<file path="config.mk">
export PLATFORM = sky130hd
export DESIGN_NAME = fcw_decoder
export DESIGN_NICKNAME = d
export VERILOG_FILES = /design/src/hdl/fcw_pkg.sv /design/src/hdl/fcw_decoder.sv
export SDC_FILE = /design/constraint.sdc
export NUM_CORES = 1
export LEC_CHECK = 0
export BUFFER_PORTS_ARGS = -buffer_cell sky130_fd_sc_hd__buf_2
export CELL_PAD_IN_SITES_DETAIL_PLACEMENT = 2
export CELL_PAD_IN_SITES_GLOBAL_PLACEMENT = 2
export CORE_MARGIN = 4
export CORE_UTILIZATION = 24
export CTS_CLUSTER_SIZE = 25
export DETAILED_ROUTE_END_ITERATION = 12
export GPL_ROUTABILITY_DRIVEN = 0
export PLACE_DENSITY = 0.68
export SYNTH_ARGS = -nofsm -noshare
export SYNTH_HDL_FRONTEND = slang
export SYNTH_SLANG_ARGS = --single-unit
</file>
<file path="constraint.sdc">
create_clock -name mclk_i -period 4.4 [get_ports mclk_i]
set_clock_uncertainty 0.05 [all_clocks]
set_input_delay 0.44 -clock mclk_i [delete_from_list [all_inputs] [get_ports mclk_i]]
set_output_delay 0.44 -clock mclk_i [all_outputs]
set_load 0.005 [all_outputs]
</file>
<file path="src/hdl/fcw_pkg.sv">
// Behaviour
// - standard profile applies word bits directly
// - profiles 2 and 3 run a state machine
// - basic profile follows option-board bit layout
// - precharge bit low opens breaker or aborts
// - precharge starts if enabled and fieldbus place
// - other places precharge from ordinary start command, except in basic profile
// - start only on rising edge of run
// - run bit low requests stop
// - fault acknowledge only on rising edge
// - virtual inputs drive relay or parameter force
// - control place 0 pc 1 io 2 keypad 3 fieldbus
// - keypad start held 3 s takes place, copies state
package fcw_pkg;

  // control word layout
  localparam int CW_W = 16;
  localparam int BIT_PRECHARGE = 0;
  localparam int BIT_RUN = 3;
  localparam int BIT_FAULT_ACK = 7;
  localparam int BIT_FB_CONTROL = 10;
  localparam int STD_VIN_LO = 11;
  localparam int STD_VIN_N = 4;
  localparam int GEN_VIN_LO = 12;
  localparam int GEN_VIN_N = 3;
  localparam int BAS_BIT_RUN = 0;
  localparam int BAS_BIT_FAULT = 2;
  localparam int BAS_VIN_LO = 3;
  localparam int VIN_N = 5;
  localparam logic [CW_W-1:0] CW_RST = 16'h0000;

  // width of the reference copied into the keypad
  localparam int REF_W = 16;
  // width of a parameter identifier
  localparam int ID_W = 16;
  localparam int SEL_W = 3;

  // keypad hold time
  localparam longint CLK_HZ = 250_000_000;
  localparam longint KP_HOLD_MS = 3000;
  localparam longint KP_HOLD_CYC = (KP_HOLD_MS * CLK_HZ) / 1000;
  localparam int HOLD_W = 30;
  localparam logic [HOLD_W-1:0] HOLD_ONE = 30'h00000001;

  // profile selector values
  typedef enum logic [1:0] {
    FCW_PROF_BASIC = 2'h0,
    FCW_PROF_STANDARD = 2'h1,
    FCW_PROF_SM_A = 2'h2,
    FCW_PROF_SM_B = 2'h3
  } fcw_prof_e;

  // active control place
  typedef enum logic [1:0] {
    FCW_PLACE_PC = 2'h0,
    FCW_PLACE_IO = 2'h1,
    FCW_PLACE_KEYPAD = 2'h2,
    FCW_PLACE_FIELDBUS = 2'h3
  } fcw_place_e;
  localparam fcw_place_e PLACE_RST = FCW_PLACE_FIELDBUS;

  // drive-profile sequencer states
  typedef enum {
    FCW_SM_LOCKED,
    FCW_SM_READY,
    FCW_SM_RUNNING
  } fcw_sm_e;

  // outputs toward the drive sequencing logic
  typedef struct packed {
    logic run;
    logic start;
    logic fault_ack;
    logic breaker_open;
    logic precharge_abort;
    logic precharge_start;
    logic [VIN_N-1:0] vin;
    logic relay_output;
    logic force_active;
  } fcw_out_s;

  // keypad copy of run state
  typedef struct packed {
    logic copy;
    logic run;
    logic dir;
    logic [REF_W-1:0] ref_val;
  } fcw_kp_s;

  // whole state of the decoder
  typedef struct packed {
    logic [CW_W-1:0] cw;
    logic run_prev;
    logic fault_prev;
    fcw_place_e place;
    logic [31:0] sm;
    logic btn_s1;
    logic btn_s2;
    logic brk_s1;
    logic brk_s2;
    logic [HOLD_W-1:0] hold_cnt;
    logic hold_done;
    logic [ID_W-1:0] force_id; // parameter identifier to force
    fcw_out_s out;
    fcw_kp_s kp;
  } fcw_state_s;

endpackage

</file>
<file path="src/hdl/fcw_decoder.sv">
`timescale 1ns/1ps
module fcw_decoder import fcw_pkg::*; #(
  parameter longint KP_HOLD_CYCLES = KP_HOLD_CYC
) (
  input wire logic mclk_i,
  input wire logic sys_rst_i,
  // control word from the fieldbus master
  input wire logic [CW_W-1:0] cw_i,
  input wire logic cw_valid_i,
  // configuration parameters
  input wire logic [1:0] profile_sel_i,
  input wire logic place_wr_i,
  input wire logic [1:0] place_i,
  input wire logic precharge_en_i,
  input wire logic [SEL_W-1:0] relay_src_sel_i,
  input wire logic [SEL_W-1:0] force_src_sel_i,
  input wire logic [ID_W-1:0] force_id_i,
  // drive state
  input wire logic drive_start_cmd_i,
  input wire logic dir_i,
  input wire logic [REF_W-1:0] ref_i,
  // pins
  input wire logic breaker_closed_i,
  input wire logic kp_start_btn_i,
  // decoded commands
  output logic run_o,
  output logic start_o,
  output logic fault_ack_o,
  output logic breaker_open_o,
  output logic precharge_abort_o,
  output logic precharge_start_o,
  output logic [VIN_N-1:0] virtual_input_o,
  output logic relay_output_o,
  output logic force_active_o,
  output logic [ID_W-1:0] force_id_o,
  output logic [1:0] place_o,
  output logic kp_copy_o,
  output logic kp_run_o,
  output logic kp_dir_o,
  output logic [REF_W-1:0] kp_ref_o
);

  // refuse hold counts the counter cannot reach, at elaboration
  if (KP_HOLD_CYCLES < 1 || KP_HOLD_CYCLES >= (64'h1 << HOLD_W)) begin
    $error("KP_HOLD_CYCLES out of range");
  end

  localparam logic [HOLD_W-1:0] HOLD_LAST =
    HOLD_W'(KP_HOLD_CYCLES - 1);

  // pick one virtual input by selector, zero when out of range
  function automatic logic vin_pick(input logic [VIN_N-1:0] v,
                                    input logic [SEL_W-1:0] s);
    vin_pick = 1'b0;
    for (int i = 0; i < VIN_N; i++) begin
      if (s == SEL_W'(i)) begin
        vin_pick = v[i];
      end
    end
  endfunction

  fcw_state_s st_reg; // registered state
  fcw_state_s st_next; // next state
  logic run_bit; // run request of the active layout
  logic fault_bit; // fault acknowledge bit of the active layout
  logic run_rise; // rising edge on run request
  logic fb_place; // fieldbus is the active control place
  logic [VIN_N-1:0] vin_w; // virtual inputs of the active layout
  fcw_sm_e sm_cur; // sequencer state as enum
  fcw_sm_e sm_nxt; // sequencer next state

  assign sm_cur = fcw_sm_e'(st_reg.sm);

  // next-state logic
  always_comb begin
    st_next = st_reg;
    sm_nxt = sm_cur;
    run_bit = 1'b0;
    fault_bit = 1'b0;
    vin_w = '0;
    // latch every word written by the master
    if (cw_valid_i) begin
      st_next.cw = cw_i;
    end
    fb_place = (st_reg.place == FCW_PLACE_FIELDBUS);
    // bit layout per profile
    case (fcw_prof_e'(profile_sel_i))
      FCW_PROF_BASIC: begin
        run_bit = st_reg.cw[BAS_BIT_RUN];
        fault_bit = st_reg.cw[BAS_BIT_FAULT];
        vin_w = st_reg.cw[BAS_VIN_LO +: VIN_N];
      end
      FCW_PROF_STANDARD: begin
        // bits 1,2,4-6,8-10,15 are never read here
        run_bit = st_reg.cw[BIT_RUN];
        fault_bit = st_reg.cw[BIT_FAULT_ACK];
        vin_w[STD_VIN_N-1:0] = st_reg.cw[STD_VIN_LO +: STD_VIN_N];
      end
      default: begin
        run_bit = st_reg.cw[BIT_RUN];
        fault_bit = st_reg.cw[BIT_FAULT_ACK];
        vin_w[GEN_VIN_N:1] = st_reg.cw[GEN_VIN_LO +: GEN_VIN_N];
      end
    endcase
    st_next.run_prev = run_bit;
    st_next.fault_prev = fault_bit;
    run_rise = run_bit & ~st_reg.run_prev;
    // fault acknowledge pulse on positive edge only
    st_next.out.fault_ack = fault_bit & ~st_reg.fault_prev;
    // run and start
    st_next.out.start = 1'b0;
    if (profile_sel_i == FCW_PROF_SM_A || profile_sel_i == FCW_PROF_SM_B) begin
      // drive-profile sequencer in application logic
      case (sm_cur)
        FCW_SM_LOCKED: begin
          if (st_reg.cw[BIT_FB_CONTROL] && fb_place) begin
            sm_nxt = FCW_SM_READY;
          end
        end
        FCW_SM_READY: begin
          if (!st_reg.cw[BIT_FB_CONTROL] || !fb_place) begin
            sm_nxt = FCW_SM_LOCKED;
          end else if (run_rise) begin
            sm_nxt = FCW_SM_RUNNING;
            st_next.out.start = 1'b1;
          end
        end
        FCW_SM_RUNNING: begin
          if (!st_reg.cw[BIT_FB_CONTROL] || !fb_place) begin
            sm_nxt = FCW_SM_LOCKED;
          end else if (!run_bit) begin
            sm_nxt = FCW_SM_READY;
          end
        end
        default: begin
          sm_nxt = FCW_SM_LOCKED;
        end
      endcase
      st_next.out.run = (sm_nxt == FCW_SM_RUNNING);
    end else begin
      // direct use of the word, no sequencer
      sm_nxt = FCW_SM_LOCKED;
      if (!fb_place || !run_bit) begin
        st_next.out.run = 1'b0;
      end else if (run_rise) begin
        st_next.out.run = 1'b1;
        st_next.out.start = 1'b1;
      end
    end
    st_next.sm = 32'(sm_nxt);
    // precharge and main breaker handling
    st_next.out.breaker_open = 1'b0;
    st_next.out.precharge_abort = 1'b0;
    st_next.out.precharge_start = 1'b0;
    if (profile_sel_i != FCW_PROF_BASIC) begin
      if (!fb_place) begin
        // ordinary start command starts precharge
        st_next.out.precharge_start = drive_start_cmd_i;
      end else if (!st_reg.cw[BIT_PRECHARGE]) begin
        if (st_reg.brk_s2) begin
          st_next.out.breaker_open = 1'b1;
        end else begin
          st_next.out.precharge_abort = 1'b1;
        end
      end else begin
        st_next.out.precharge_start = precharge_en_i;
      end
    end
    // virtual inputs as selectable sources
    st_next.out.vin = vin_w;
    st_next.out.relay_output = vin_pick(vin_w, relay_src_sel_i);
    st_next.out.force_active = vin_pick(vin_w, force_src_sel_i);
    // identifier of the parameter that the force acts on
    st_next.force_id = force_id_i;
    // pin synchronisers
    st_next.btn_s1 = kp_start_btn_i;
    st_next.btn_s2 = st_reg.btn_s1;
    st_next.brk_s1 = breaker_closed_i;
    st_next.brk_s2 = st_reg.brk_s1;
    // control place write by parameter
    if (place_wr_i) begin
      st_next.place = fcw_place_e'(place_i);
    end
    // keypad start hold timer
    st_next.kp.copy = 1'b0;
    if (!st_reg.btn_s2) begin
      st_next.hold_cnt = '0;
      st_next.hold_done = 1'b0;
    end else if (!st_reg.hold_done) begin
      if (st_reg.hold_cnt == HOLD_LAST) begin
        // takeover wins over a parameter write in the same cycle
        st_next.hold_done = 1'b1;
        st_next.place = FCW_PLACE_KEYPAD;
        st_next.kp.copy = 1'b1;
        st_next.kp.run = st_reg.out.run;
        st_next.kp.dir = dir_i;
        st_next.kp.ref_val = ref_i;
      end else begin
        st_next.hold_cnt = st_reg.hold_cnt + HOLD_ONE;
      end
    end
  end

  // state register
  always_ff @(posedge mclk_i or posedge sys_rst_i) begin
    if (sys_rst_i) begin
      st_reg <= '0;
      st_reg.cw <= CW_RST;
      st_reg.place <= PLACE_RST;
      st_reg.sm <= 32'(FCW_SM_LOCKED);
    end else begin
      st_reg <= st_next;
    end
  end

  // all outputs straight from flip-flops
  assign run_o = st_reg.out.run;
  assign start_o = st_reg.out.start;
  assign fault_ack_o = st_reg.out.fault_ack;
  assign breaker_open_o = st_reg.out.breaker_open;
  assign precharge_abort_o = st_reg.out.precharge_abort;
  assign precharge_start_o = st_reg.out.precharge_start;
  assign virtual_input_o = st_reg.out.vin;
  assign relay_output_o = st_reg.out.relay_output;
  assign force_active_o = st_reg.out.force_active;
  assign force_id_o = st_reg.force_id;
  assign place_o = st_reg.place;
  assign kp_copy_o = st_reg.kp.copy;
  assign kp_run_o = st_reg.kp.run;
  assign kp_dir_o = st_reg.kp.dir;
  assign kp_ref_o = st_reg.kp.ref_val;

endmodule

</file>
==> run summary, run 1 <==
Worst Setup Path Type -> reg -> reg
final worst-path cycle share -> 0.5911
vias in the first global route -> 4,163
total negative slack -> 0 ps
post_cts resized -> 0
All-Layer GR Usage -> 0.1116
Antenna Nets Post-Route -> 0
crit path launch type -> flip-flop
GRT Residual Overflow -> 0
WL per Instance -> 15.96 microns
P&R area growth vs syn -> 23.39%
CP max stage delay -> 560 ps
Setup-failing EPs final -> 0
Seq pwr share -> 0.463
MaxCap Viol Count -> 0
layout cells sized above 1 -> 0.3570
Synth Flop Type -> dfrtp_1
Gate Count Post-Synth -> 421
Top-Level Pins -> 117
top-count cell post-synth -> dfrtp_1
Pleak -> 0.003047 uW
Slew Viols, Final -> 0
Synth area leaders -> dfrtp_1 60%, buf_4 5.5%, mux2_2 4.6%, mux2_4 2.5%, mux2i_1 1.9%
syn avg cell area -> 12.73 sq um
library cells used by synthesis -> 51
Fmax -> 0.3845 GHz
Yosys Warn Count -> 0
nets -> 604
Hold Path Class -> in -> reg
Tot Pwr -> 2773 uW
Chip Height -> 157.4 microns
Worst-Skew Late Latency -> 410 ps
Switching Share -> 0.2279
Hold-fix buffers, CTS -> 0
Worst R2R Setup Slack -> 1800 ps
Pwr Density -> 419.3 nW/um^2
Setup Fix Bufs, Post-CTS -> 0
Crit Path Max Fanout -> 19
drt first pass iters -> 4
CTS Sinks -> 131
power share of the clock group -> 0.484
Reg-to-Reg Start -> st_reg[65]$_DFFE_PP0P_
CP required -> 4650 ps
antenna violations before repair -> 0
Comb pwr share -> 0.053
worst-margin pin slew -> 985.7 ps
register area share after synthesis -> 0.6122
H-tree lvl count -> 4
IR drop worst, VDD -> 0.0002852 V
Synth Cell Area -> 5359 sq um
row count -> 54
switching power -> 631.9 uW
asr flop ratio synth -> 1.000
Largest register FFs -> 47
full die area -> 24,780 sq um
Pint -> 2141 uW
# port buffers -> 112
WL final -> 13.25 mm
Root Driver -> clkbuf_16
TritonCTS buffer count -> 17
CTS max path bufs -> 2
crit path capture type -> flip-flop
DRT iter0 DRCs -> 77
R2R depth -> 5
largest net degree at the start of global routing -> 80
hold path start -> force_id_i[9]
die width -> 157.4 microns
clock transition at the registers of the reported paths -> 60 ps
Post-synth top cells -> 129 x dfrtp_1, 39 x buf_4, 25 x nor2_1
RR Endpoint -> kp_ref_o[10]$_DFFE_PP0P_
number of flops mapped to enable cells by yosys -> 0
post-layout min period -> 2601 ps
Setup crit end -> kp_ref_o[10]$_DFFE_PP0P_
first-pass GRT wire length -> 21.60 mm
top cell type by total area after synthesis -> dfrtp_1
Avg Vias per Cell -> 4.408
TritonCTS clock tree -> done
post-synth top area share -> 0.6024
count of final hold-check violations -> 0
Detailed Place HPWL -> 9.750 mm
relative slew slack -> 0.3428
CP cell instances -> or4b_4 > nor4_4 > nand3_2 > nor2_8 > mux2_2
Filler Cells Inserted -> 2,369
Critical Path AT -> 2850 ps
CP startpoint -> st_reg[65]$_DFFE_PP0P_
#FFs+latches synth -> 131
RSZ-0062 raised after global routing -> no
Starting Density -> 0.2448
via count -> 3,659
Core Footprint -> 21,890 sq um
DR DRC count -> 0
CP max stage cell -> or4b_4
status -> completed
per-layer routing:
layer,share of wire,vias up,track usage
met4,0.013,0,0.03523
met5,0,-,0
li1,-,1650,-
met3,0.061,15,0.03987
met2,0.52,88,0.1954
met1,0.41,1906,0.1274
power groups by stage:
stage | clock [uW] | combinational [uW] | sequential (uW)
floorplan | 0 | 93.3 | 1300
global placement | 0 | 142 | 1300
detailed placement | 0 | 150 | 1310
CTS | 1380 | 152 | 1280
global route | 1450 | 169 | 1290
finish | 1340 | 148 | 1280
metrics by stage:
stage	instances	setup WS [ps]	area [sq um]	utilization	hold WS, ps
final	830	1799	6613	0.3021	77.99
after global placement	797	1872	6037	0.2758	290.4
after global routing	829	1700	6610	0.3020	50.78
after CTS	829	1781	6610	0.3020	54.62
after detailed placement	797	1795	6037	0.2758	291.7
after floorplan	450	415.6	5468	-	281.2
cell type report:
class                   count  area, sq um  area share
diodes                      1        2.502   0.0003784
clock buffers              20        466.7     0.07058
clock inverters            12        106.4     0.01608
inverters                  13        51.30    0.007758
multi-input cells         258         1772      0.2679
flip-flops and latches    131         3281      0.4961
well taps                 280        350.3     0.05298
repair buffers            115        583.1     0.08817
placed cells by master, fill, tap and decap left out, drive strengths merged, types with 10 or more instances in the layout:
master and instances:
dfrtp 129, buf 115, mux2 31, conb 30, nor2 27, clkbuf 20
nand2 19, nand4 15, a21oi 15, nand3 14, inv 14, o21ai 13
mux2i 10, nor4 10
logic make-up after synthesis:
group,Yosys count,share of synthesized area
DFF,131,0.6122
and+or+nand+nor,129,0.1396
buffers and inverters,61,0.07751
muxes,43,0.09853
AOI/OAI and AO/OA,41,0.04623
xor gates and xnor gates,14,0.02288
adders and majority gates,1,0.002334
other,1,0.0006998
critical path: cells and delay by family (launching register included):
family           cells  cell delay [ps]
AND/OR/NAND/NOR      4             1560
flip-flops           1              470
multiplexers         1              380
how the worst min path moves through the flow:
stage                              endpoint  slack [ps]  depth (start not counted)
floorplan              st_reg[79]$_DFF_PP0_         280                          0
global placement       st_reg[81]$_DFF_PP0_         290                          0
detailed placement     st_reg[81]$_DFF_PP0_         290                          0
CTS                 force_id_o[9]$_DFF_PP0_          50                          1
global route        force_id_o[9]$_DFF_PP0_          50                          1
finish              force_id_o[9]$_DFF_PP0_          80                          1
(Power assumes the default switching activity.)
==> run 2: changes to the inputs <==
clock period = 2.4 ns   (was 4.4 ns; I/O delays follow)
==> run summary, run 2 (synthesized netlist as in run 1, its figures left out) <==
GRT Residual Overflow -> 0 (unchanged)
row count -> 54 (unchanged)
relative slew slack -> 0.5879 (was 0.3428)
GRT busiest layer -> met2 (unchanged)
Avg Vias per Cell -> 4.340 (was 4.408)
commonest cells after routing, fill and taps aside -> 129 x dfrtp_1, 112 x buf_2, 42 x dlygate4sd3_1, 30 x conb_1, 24 x nor2_1 (was 129 x dfrtp_1, 112 x buf_2, 30 x conb_1, 25 x nor2_1, 22 x mux2_2)
Fmax -> 0.4279 GHz (was 0.3845 GHz)
first-pass GRT wire length -> 22.89 mm (was 21.60 mm)
status -> completed (unchanged)
cell area after layout -> 7251 sq um (was 6613 sq um)
pre-CTS setup slack -> 38.62 ps (was 1795 ps)
Hold Path Class -> in -> reg (unchanged)
Ant. Diodes -> 0 (was 1)
met1 GRT Util -> 0.1346 (was 0.1274)
largest net degree at the start of global routing -> 50 (was 80)
MaxCap Viol Count -> 0 (unchanged)
DR DRC count -> 0 (unchanged)
crit path buf inv count -> 1 (was 0)
Worst-Skew Late Latency -> 420 ps (was 410 ps)
TritonCTS clock tree -> done (unchanged)
post-route setup slack -> 63.25 ps (was 1799 ps)
Antenna Nets Post-Route -> 0 (unchanged)
CTS Sinks -> 131 (unchanged)
DRT iter0 DRCs -> 125 (was 77)
most common cell after layout, fill and taps aside -> dfrtp_1 (unchanged)
Pleak -> 0.003354 uW (was 0.003047 uW)
via count -> 3,863 (was 3,659)
Pwr Density -> 716.1 nW/um^2 (was 419.3 nW/um^2)
post-layout min period -> 2337 ps (was 2601 ps)
Core Footprint -> 21,890 sq um (unchanged)
drt first pass iters -> 4 (unchanged)
CP required -> 2650 ps (was 4650 ps)
Root Driver -> clkbuf_16 (unchanged)
Finished Layout Cells -> 890 (was 830)
placed cells -> 812 (was 797)
vias in the first global route -> 4,362 (was 4,163)
Starting Density -> 0.2448 (unchanged)
critical path's top delay family -> simple AND/OR/NAND/NOR gates (unchanged)
Critical Path AT -> 2590 ps (was 2850 ps)
Slew Viols, Final -> 0 (unchanged)
Setup-failing EPs final -> 0 (unchanged)
crit path launch type -> flip-flop (unchanged)
WL final -> 14.45 mm (was 13.25 mm)
Detailed Place HPWL -> 9.934 mm (was 9.750 mm)
# port buffers -> 112 (unchanged)
die width -> 157.4 microns (unchanged)
CP max stage cell -> or4_4 (was or4b_4)
CP startpoint -> st_reg[62]$_DFFE_PP0P_ (was st_reg[65]$_DFFE_PP0P_)
clock transition at the registers of the reported paths -> 60 ps (about the same)
antenna violations before repair -> 0 (unchanged)
RSZ-0062 raised after global routing -> yes (was no)
hold path start -> drive_start_cmd_i (was force_id_i[9])
count of final hold-check violations -> 0 (unchanged)
WL per Instance -> 16.24 microns (was 15.96 microns)
Worst Setup Path Type -> reg -> reg (unchanged)
Reg-to-Reg Start -> st_reg[62]$_DFFE_PP0P_ (was st_reg[65]$_DFFE_PP0P_)
CTS max path bufs -> 2 (unchanged)
met3 GRT Util -> 0.03437 (was 0.03987)
Top-Level Pins -> 117 (unchanged)
nets -> 665 (was 604)
final worst-path cycle share -> 0.9736 (was 0.5911)
P&R area growth vs syn -> 35.30% (was 23.39%)
full die area -> 24,780 sq um (unchanged)
All-Layer GR Usage -> 0.1194 (was 0.1116)
TritonCTS buffer count -> 17 (unchanged)
layout cells sized above 1 -> 0.3590 (was 0.3570)
Largest register FFs -> 47 (unchanged)
CP cell instances -> or4_4 > nor4_4 > nand3_2 > nor2_8 > buf_6 > mux2_2 (was or4b_4 > nor4_4 > nand3_2 > nor2_8 > mux2_2)
worst-margin pin slew -> 616.9 ps (was 985.7 ps)
Chip Height -> 157.4 microns (unchanged)
Post-Place Cell Area -> 6188 sq um (was 6037 sq um)
met2 Use GR -> 0.2184 (was 0.1954)
H-tree lvl count -> 4 (unchanged)
IR drop worst, VDD -> 0.0005291 V (was 0.0002852 V)
Crit Path Max Fanout -> 7 (was 19)
crit path capture type -> flip-flop (unchanged)
CP max stage delay -> 560 ps (about the same)
## run 2: path summary, 6_finish.rpt
kind | endpoint | depth (start not counted) | slack [ps]
max | kp_ref_o[12]$_DFFE_PP0P_ | 6 | 60
min | precharge_start_o$_DFF_PP0_ | 3 | 20
max reg2reg | kp_ref_o[12]$_DFFE_PP0P_ | 6 | 60
min reg2reg | st_reg[79]$_DFF_PP0_ | 0 | 310
max in group asynchronous | kp_ref_o[3]$_DFFE_PP0P_ | 4 | 1240
min in group asynchronous | force_id_o[13]$_DFF_PP0_ | 3 | 380
## run 2: final cells by class
| class | count | area [sq um] |
|---|---|---|
| fill | 2334 | 14640 |
| tap | 280 | 350.3 |
| timing repair buffer | 176 | 1187 |
| multi-input combinational | 258 | 1803 |
| clock inverter | 15 | 151.4 |
| clock buffer | 17 | 425.4 |
| sequential | 131 | 3281 |
| inverter | 13 | 52.55 |
## run 2: layer usage
metal  wire length (microns)  vias to the layer above
met2                    7652                       99
li1                        -                     1770
met5                       0                        -
met1                    5880                     1980
met4                     167                        0
met3                     753                       14
## run 2: stage by stage
step	utilization	hold WS, ps	TNS (ps)	power (uW)
2_1_floorplan	-	221.4	0	2548
3_3_place_gp	0.2827	286.7	0	2657
3_5_place_dp	0.2827	294.3	0	2677
4_1_cts	0.3273	0.6911	0	5278
5_1_grt	0.3312	3.190	-173.8	5441
6_report	0.3312	22.01	0	5192
## run 2: power by group
group / switching [uW] / internal, uW / total (uW)
Combinational: 167 / 170 / 337
Sequential: 47.2 / 2300 / 2350
Clock: 1050 / 1450 / 2500
## run 2: what timing repair did
item	CTS	global route
buffers inserted	0	4
hold buffers	40	2
resized for setup	0	8
endpoints found under the hold margin	56	2
setup endpoints to repair	0	20
## run 2: worst reg2reg max path, delay by kind of cell, from the launching register on
| kind | cells | cell delay, ps |
|---|---|---|
| simple gates | 4 | 1280 |
| flops | 1 | 400 |
| mux | 1 | 340 |
| buf+inv | 1 | 150 |
==> run 3: changes to the inputs <==
--- a/config.mk
+++ b/config.mk
@@ -15,4 +15,5 @@
 export GPL_ROUTABILITY_DRIVEN = 0
 export PLACE_DENSITY = 0.68
+export REMOVE_ABC_BUFFERS = 1
 export SYNTH_ARGS = -nofsm -noshare
 export SYNTH_HDL_FRONTEND = slang
--- a/constraint.sdc
+++ b/constraint.sdc
@@ -3,3 +3,3 @@
 set_input_delay 0.24 -clock mclk_i [delete_from_list [all_inputs] [get_ports mclk_i]]
 set_output_delay 0.24 -clock mclk_i [all_outputs]
-set_load 0.005 [all_outputs]
+set_load 0.1 [all_outputs]
==> run summary, run 3 (synthesized netlist as in run 1, its figures left out) <==
Pleak -> 0.003343 uW (was 0.003354 uW)
Top-Level Pins -> 117 (unchanged)
vias in the first global route -> 4,594 (was 4,362)
RSZ-0062 raised after global routing -> no (was yes)
most common cell after layout, fill and taps aside -> dfrtp_1 (unchanged)
GRT Residual Overflow -> 0 (unchanged)
largest net degree at the start of global routing -> 47 (was 50)
via count -> 3,838 (was 3,863)
Ant. Diodes -> 0 (unchanged)
# port buffers -> 112 (unchanged)
clock transition at the registers of the reported paths -> 60 ps (about the same)
placed cells -> 813 (was 812)
Tot Pwr -> 5791 uW (was 5192 uW)
WL final -> 15.17 mm (was 14.45 mm)
Worst Setup Path Type -> reg -> reg (unchanged)
WL per Instance -> 17.16 microns (was 16.24 microns)
row count -> 54 (unchanged)
count of final hold-check violations -> 0 (unchanged)
CP required -> 2650 ps (about the same)
TritonCTS clock tree -> done (unchanged)
cell area after layout -> 7259 sq um (was 7251 sq um)
nets -> 659 (was 665)
Slew Viols, Final -> 0 (unchanged)
crit path capture type -> flip-flop (unchanged)
first-pass GRT wire length -> 24.89 mm (was 22.89 mm)
Crit Path Max Fanout -> 16 (was 7)
Worst-Skew Late Latency -> 420 ps (about the same)
final worst-path cycle share -> 0.9652 (was 0.9736)
Critical Path AT -> 2560 ps (was 2590 ps)
full die area -> 24,780 sq um (unchanged)
Chip Height -> 157.4 microns (unchanged)
H-tree lvl count -> 4 (unchanged)
worst-margin pin slew -> 680.4 ps (was 616.9 ps)
crit path launch type -> flip-flop (unchanged)
Starting Density -> 0.2448 (unchanged)
Setup-failing EPs final -> 0 (unchanged)
Detailed Place HPWL -> 10.13 mm (was 9.934 mm)
Pwr Density -> 797.7 nW/um^2 (was 716.1 nW/um^2)
CTS max path bufs -> 2 (unchanged)
Post-Place Cell Area -> 6220 sq um (was 6188 sq um)
Avg Vias per Cell -> 4.342 (was 4.340)
All-Layer GR Usage -> 0.1290 (was 0.1194)
MaxCap Viol Count -> 0 (unchanged)
Root Driver -> clkbuf_16 (unchanged)
Hold Path Class -> in -> reg (unchanged)
DR DRC count -> 0 (unchanged)
Filler Cells Inserted -> 2,340 (was 2,334)
die width -> 157.4 microns (unchanged)
Antenna Nets Post-Route -> 0 (unchanged)
relative slew slack -> 0.5464 (was 0.5879)
Largest register FFs -> 47 (unchanged)
commonest cells after routing, fill and taps aside -> 128 x dfrtp_1, 112 x buf_2, 39 x dlygate4sd3_1, 30 x conb_1, 24 x nor2_1 (was 129 x dfrtp_1, 112 x buf_2, 42 x dlygate4sd3_1, 30 x conb_1, 24 x nor2_1)
DRT iter0 DRCs -> 138 (was 125)
Fmax -> 0.4317 GHz (was 0.4279 GHz)
TritonCTS buffer count -> 17 (unchanged)
drt first pass iters -> 4 (unchanged)
CTS Sinks -> 131 (unchanged)
post-layout min period -> 2316 ps (was 2337 ps)
antenna violations before repair -> 0 (unchanged)
IR drop worst, VDD -> 0.0005043 V (was 0.0005291 V)
layout cells sized above 1 -> 0.3543 (was 0.3590)
P&R area growth vs syn -> 35.47% (was 35.30%)
Core Footprint -> 21,890 sq um (unchanged)
Finished Layout Cells -> 884 (was 890)
status -> completed (unchanged)
-- run 3: what timing repair did --
item                                    4_1_cts  5_1_grt
hold buffers                                 38        1
buffers inserted                              0        0
endpoints found under the hold margin        80        1
endpoints found under the setup margin        0        8
gates resized for setup                       0        3
-- run 3: path summary, 6_finish.rpt --
check,cells after the start,slack [ps],end,startpoint
worst max-delay path,6,80,kp_ref_o[10]$_DFFE_PP0P_,st_reg[63]$_DFFE_PP0P_
worst min-delay path,2,20,kp_ref_o[5]$_DFFE_PP0P_,ref_i[5]
worst max register to register,6,80,kp_ref_o[10]$_DFFE_PP0P_,st_reg[63]$_DFFE_PP0P_
worst min register to register,0,320,st_reg[81]$_DFF_PP0_,st_next[81]$_DFF_PP0_
max in group asynchronous,4,1130,st_reg[63]$_DFFE_PP0P_,sys_rst_i
min in group asynchronous,3,410,st_next[81]$_DFF_PP0_,sys_rst_i
-- run 3: per-stage QoR --
step                      setup TNS (ps)  setup slack [ps]    util  hold slack [ps]
after floorplan                  -179470             -1384       -            221.4
after global placement                 0             107.1  0.2841            289.7
after detailed placement               0             45.21  0.2841            299.7
after CTS                              0             40.66  0.3308            1.023
after global routing                   0             2.626  0.3316            7.909
final                                  0             83.55  0.3316            20.88
-- run 3: per-layer routing --
| metal | global-route usage | up-vias | wire, microns |
|---|---|---|---|
| met5 | 0 | - | 0 |
| met4 | 0.05203 | 0 | 324 |
| met3 | 0.03602 | 21 | 829 |
| met2 | 0.2290 | 107 | 7748 |
| met1 | 0.1463 | 1956 | 6265 |
| li1 | - | 1754 | - |
-- run 3: final cells by class --
| type | count | area (sq um) | area share |
|---|---|---|---|
| tap | 280 | 350.3 | 0.04826 |
| inverter | 13 | 51.30 | 0.007067 |
| sequential | 131 | 3282 | 0.4521 |
| clock buffer | 21 | 470.5 | 0.06481 |
| clock inverter | 11 | 171.4 | 0.02361 |
| multi-input combinational | 258 | 1778 | 0.2449 |
| timing repair buffer | 170 | 1156 | 0.1593 |
-- run 3: worst max-delay path, cell delays in order (launching register included) --
cell and delay [ps]:
dfrtp_2 440, or4_4 540, nor4_4 330, nand3_2 170, nor2_8 140, buf_12 170
mux2_2 350
-- run 3: power by group --
group | internal [uW] | switching, uW | leakage (uW)
sequential | 2310 | 50.1 | 0.00166
clock | 1830 | 995 | 0.000310
combinational | 167 | 446 | 0.00137
total | 4300 | 1490 | 0.00334
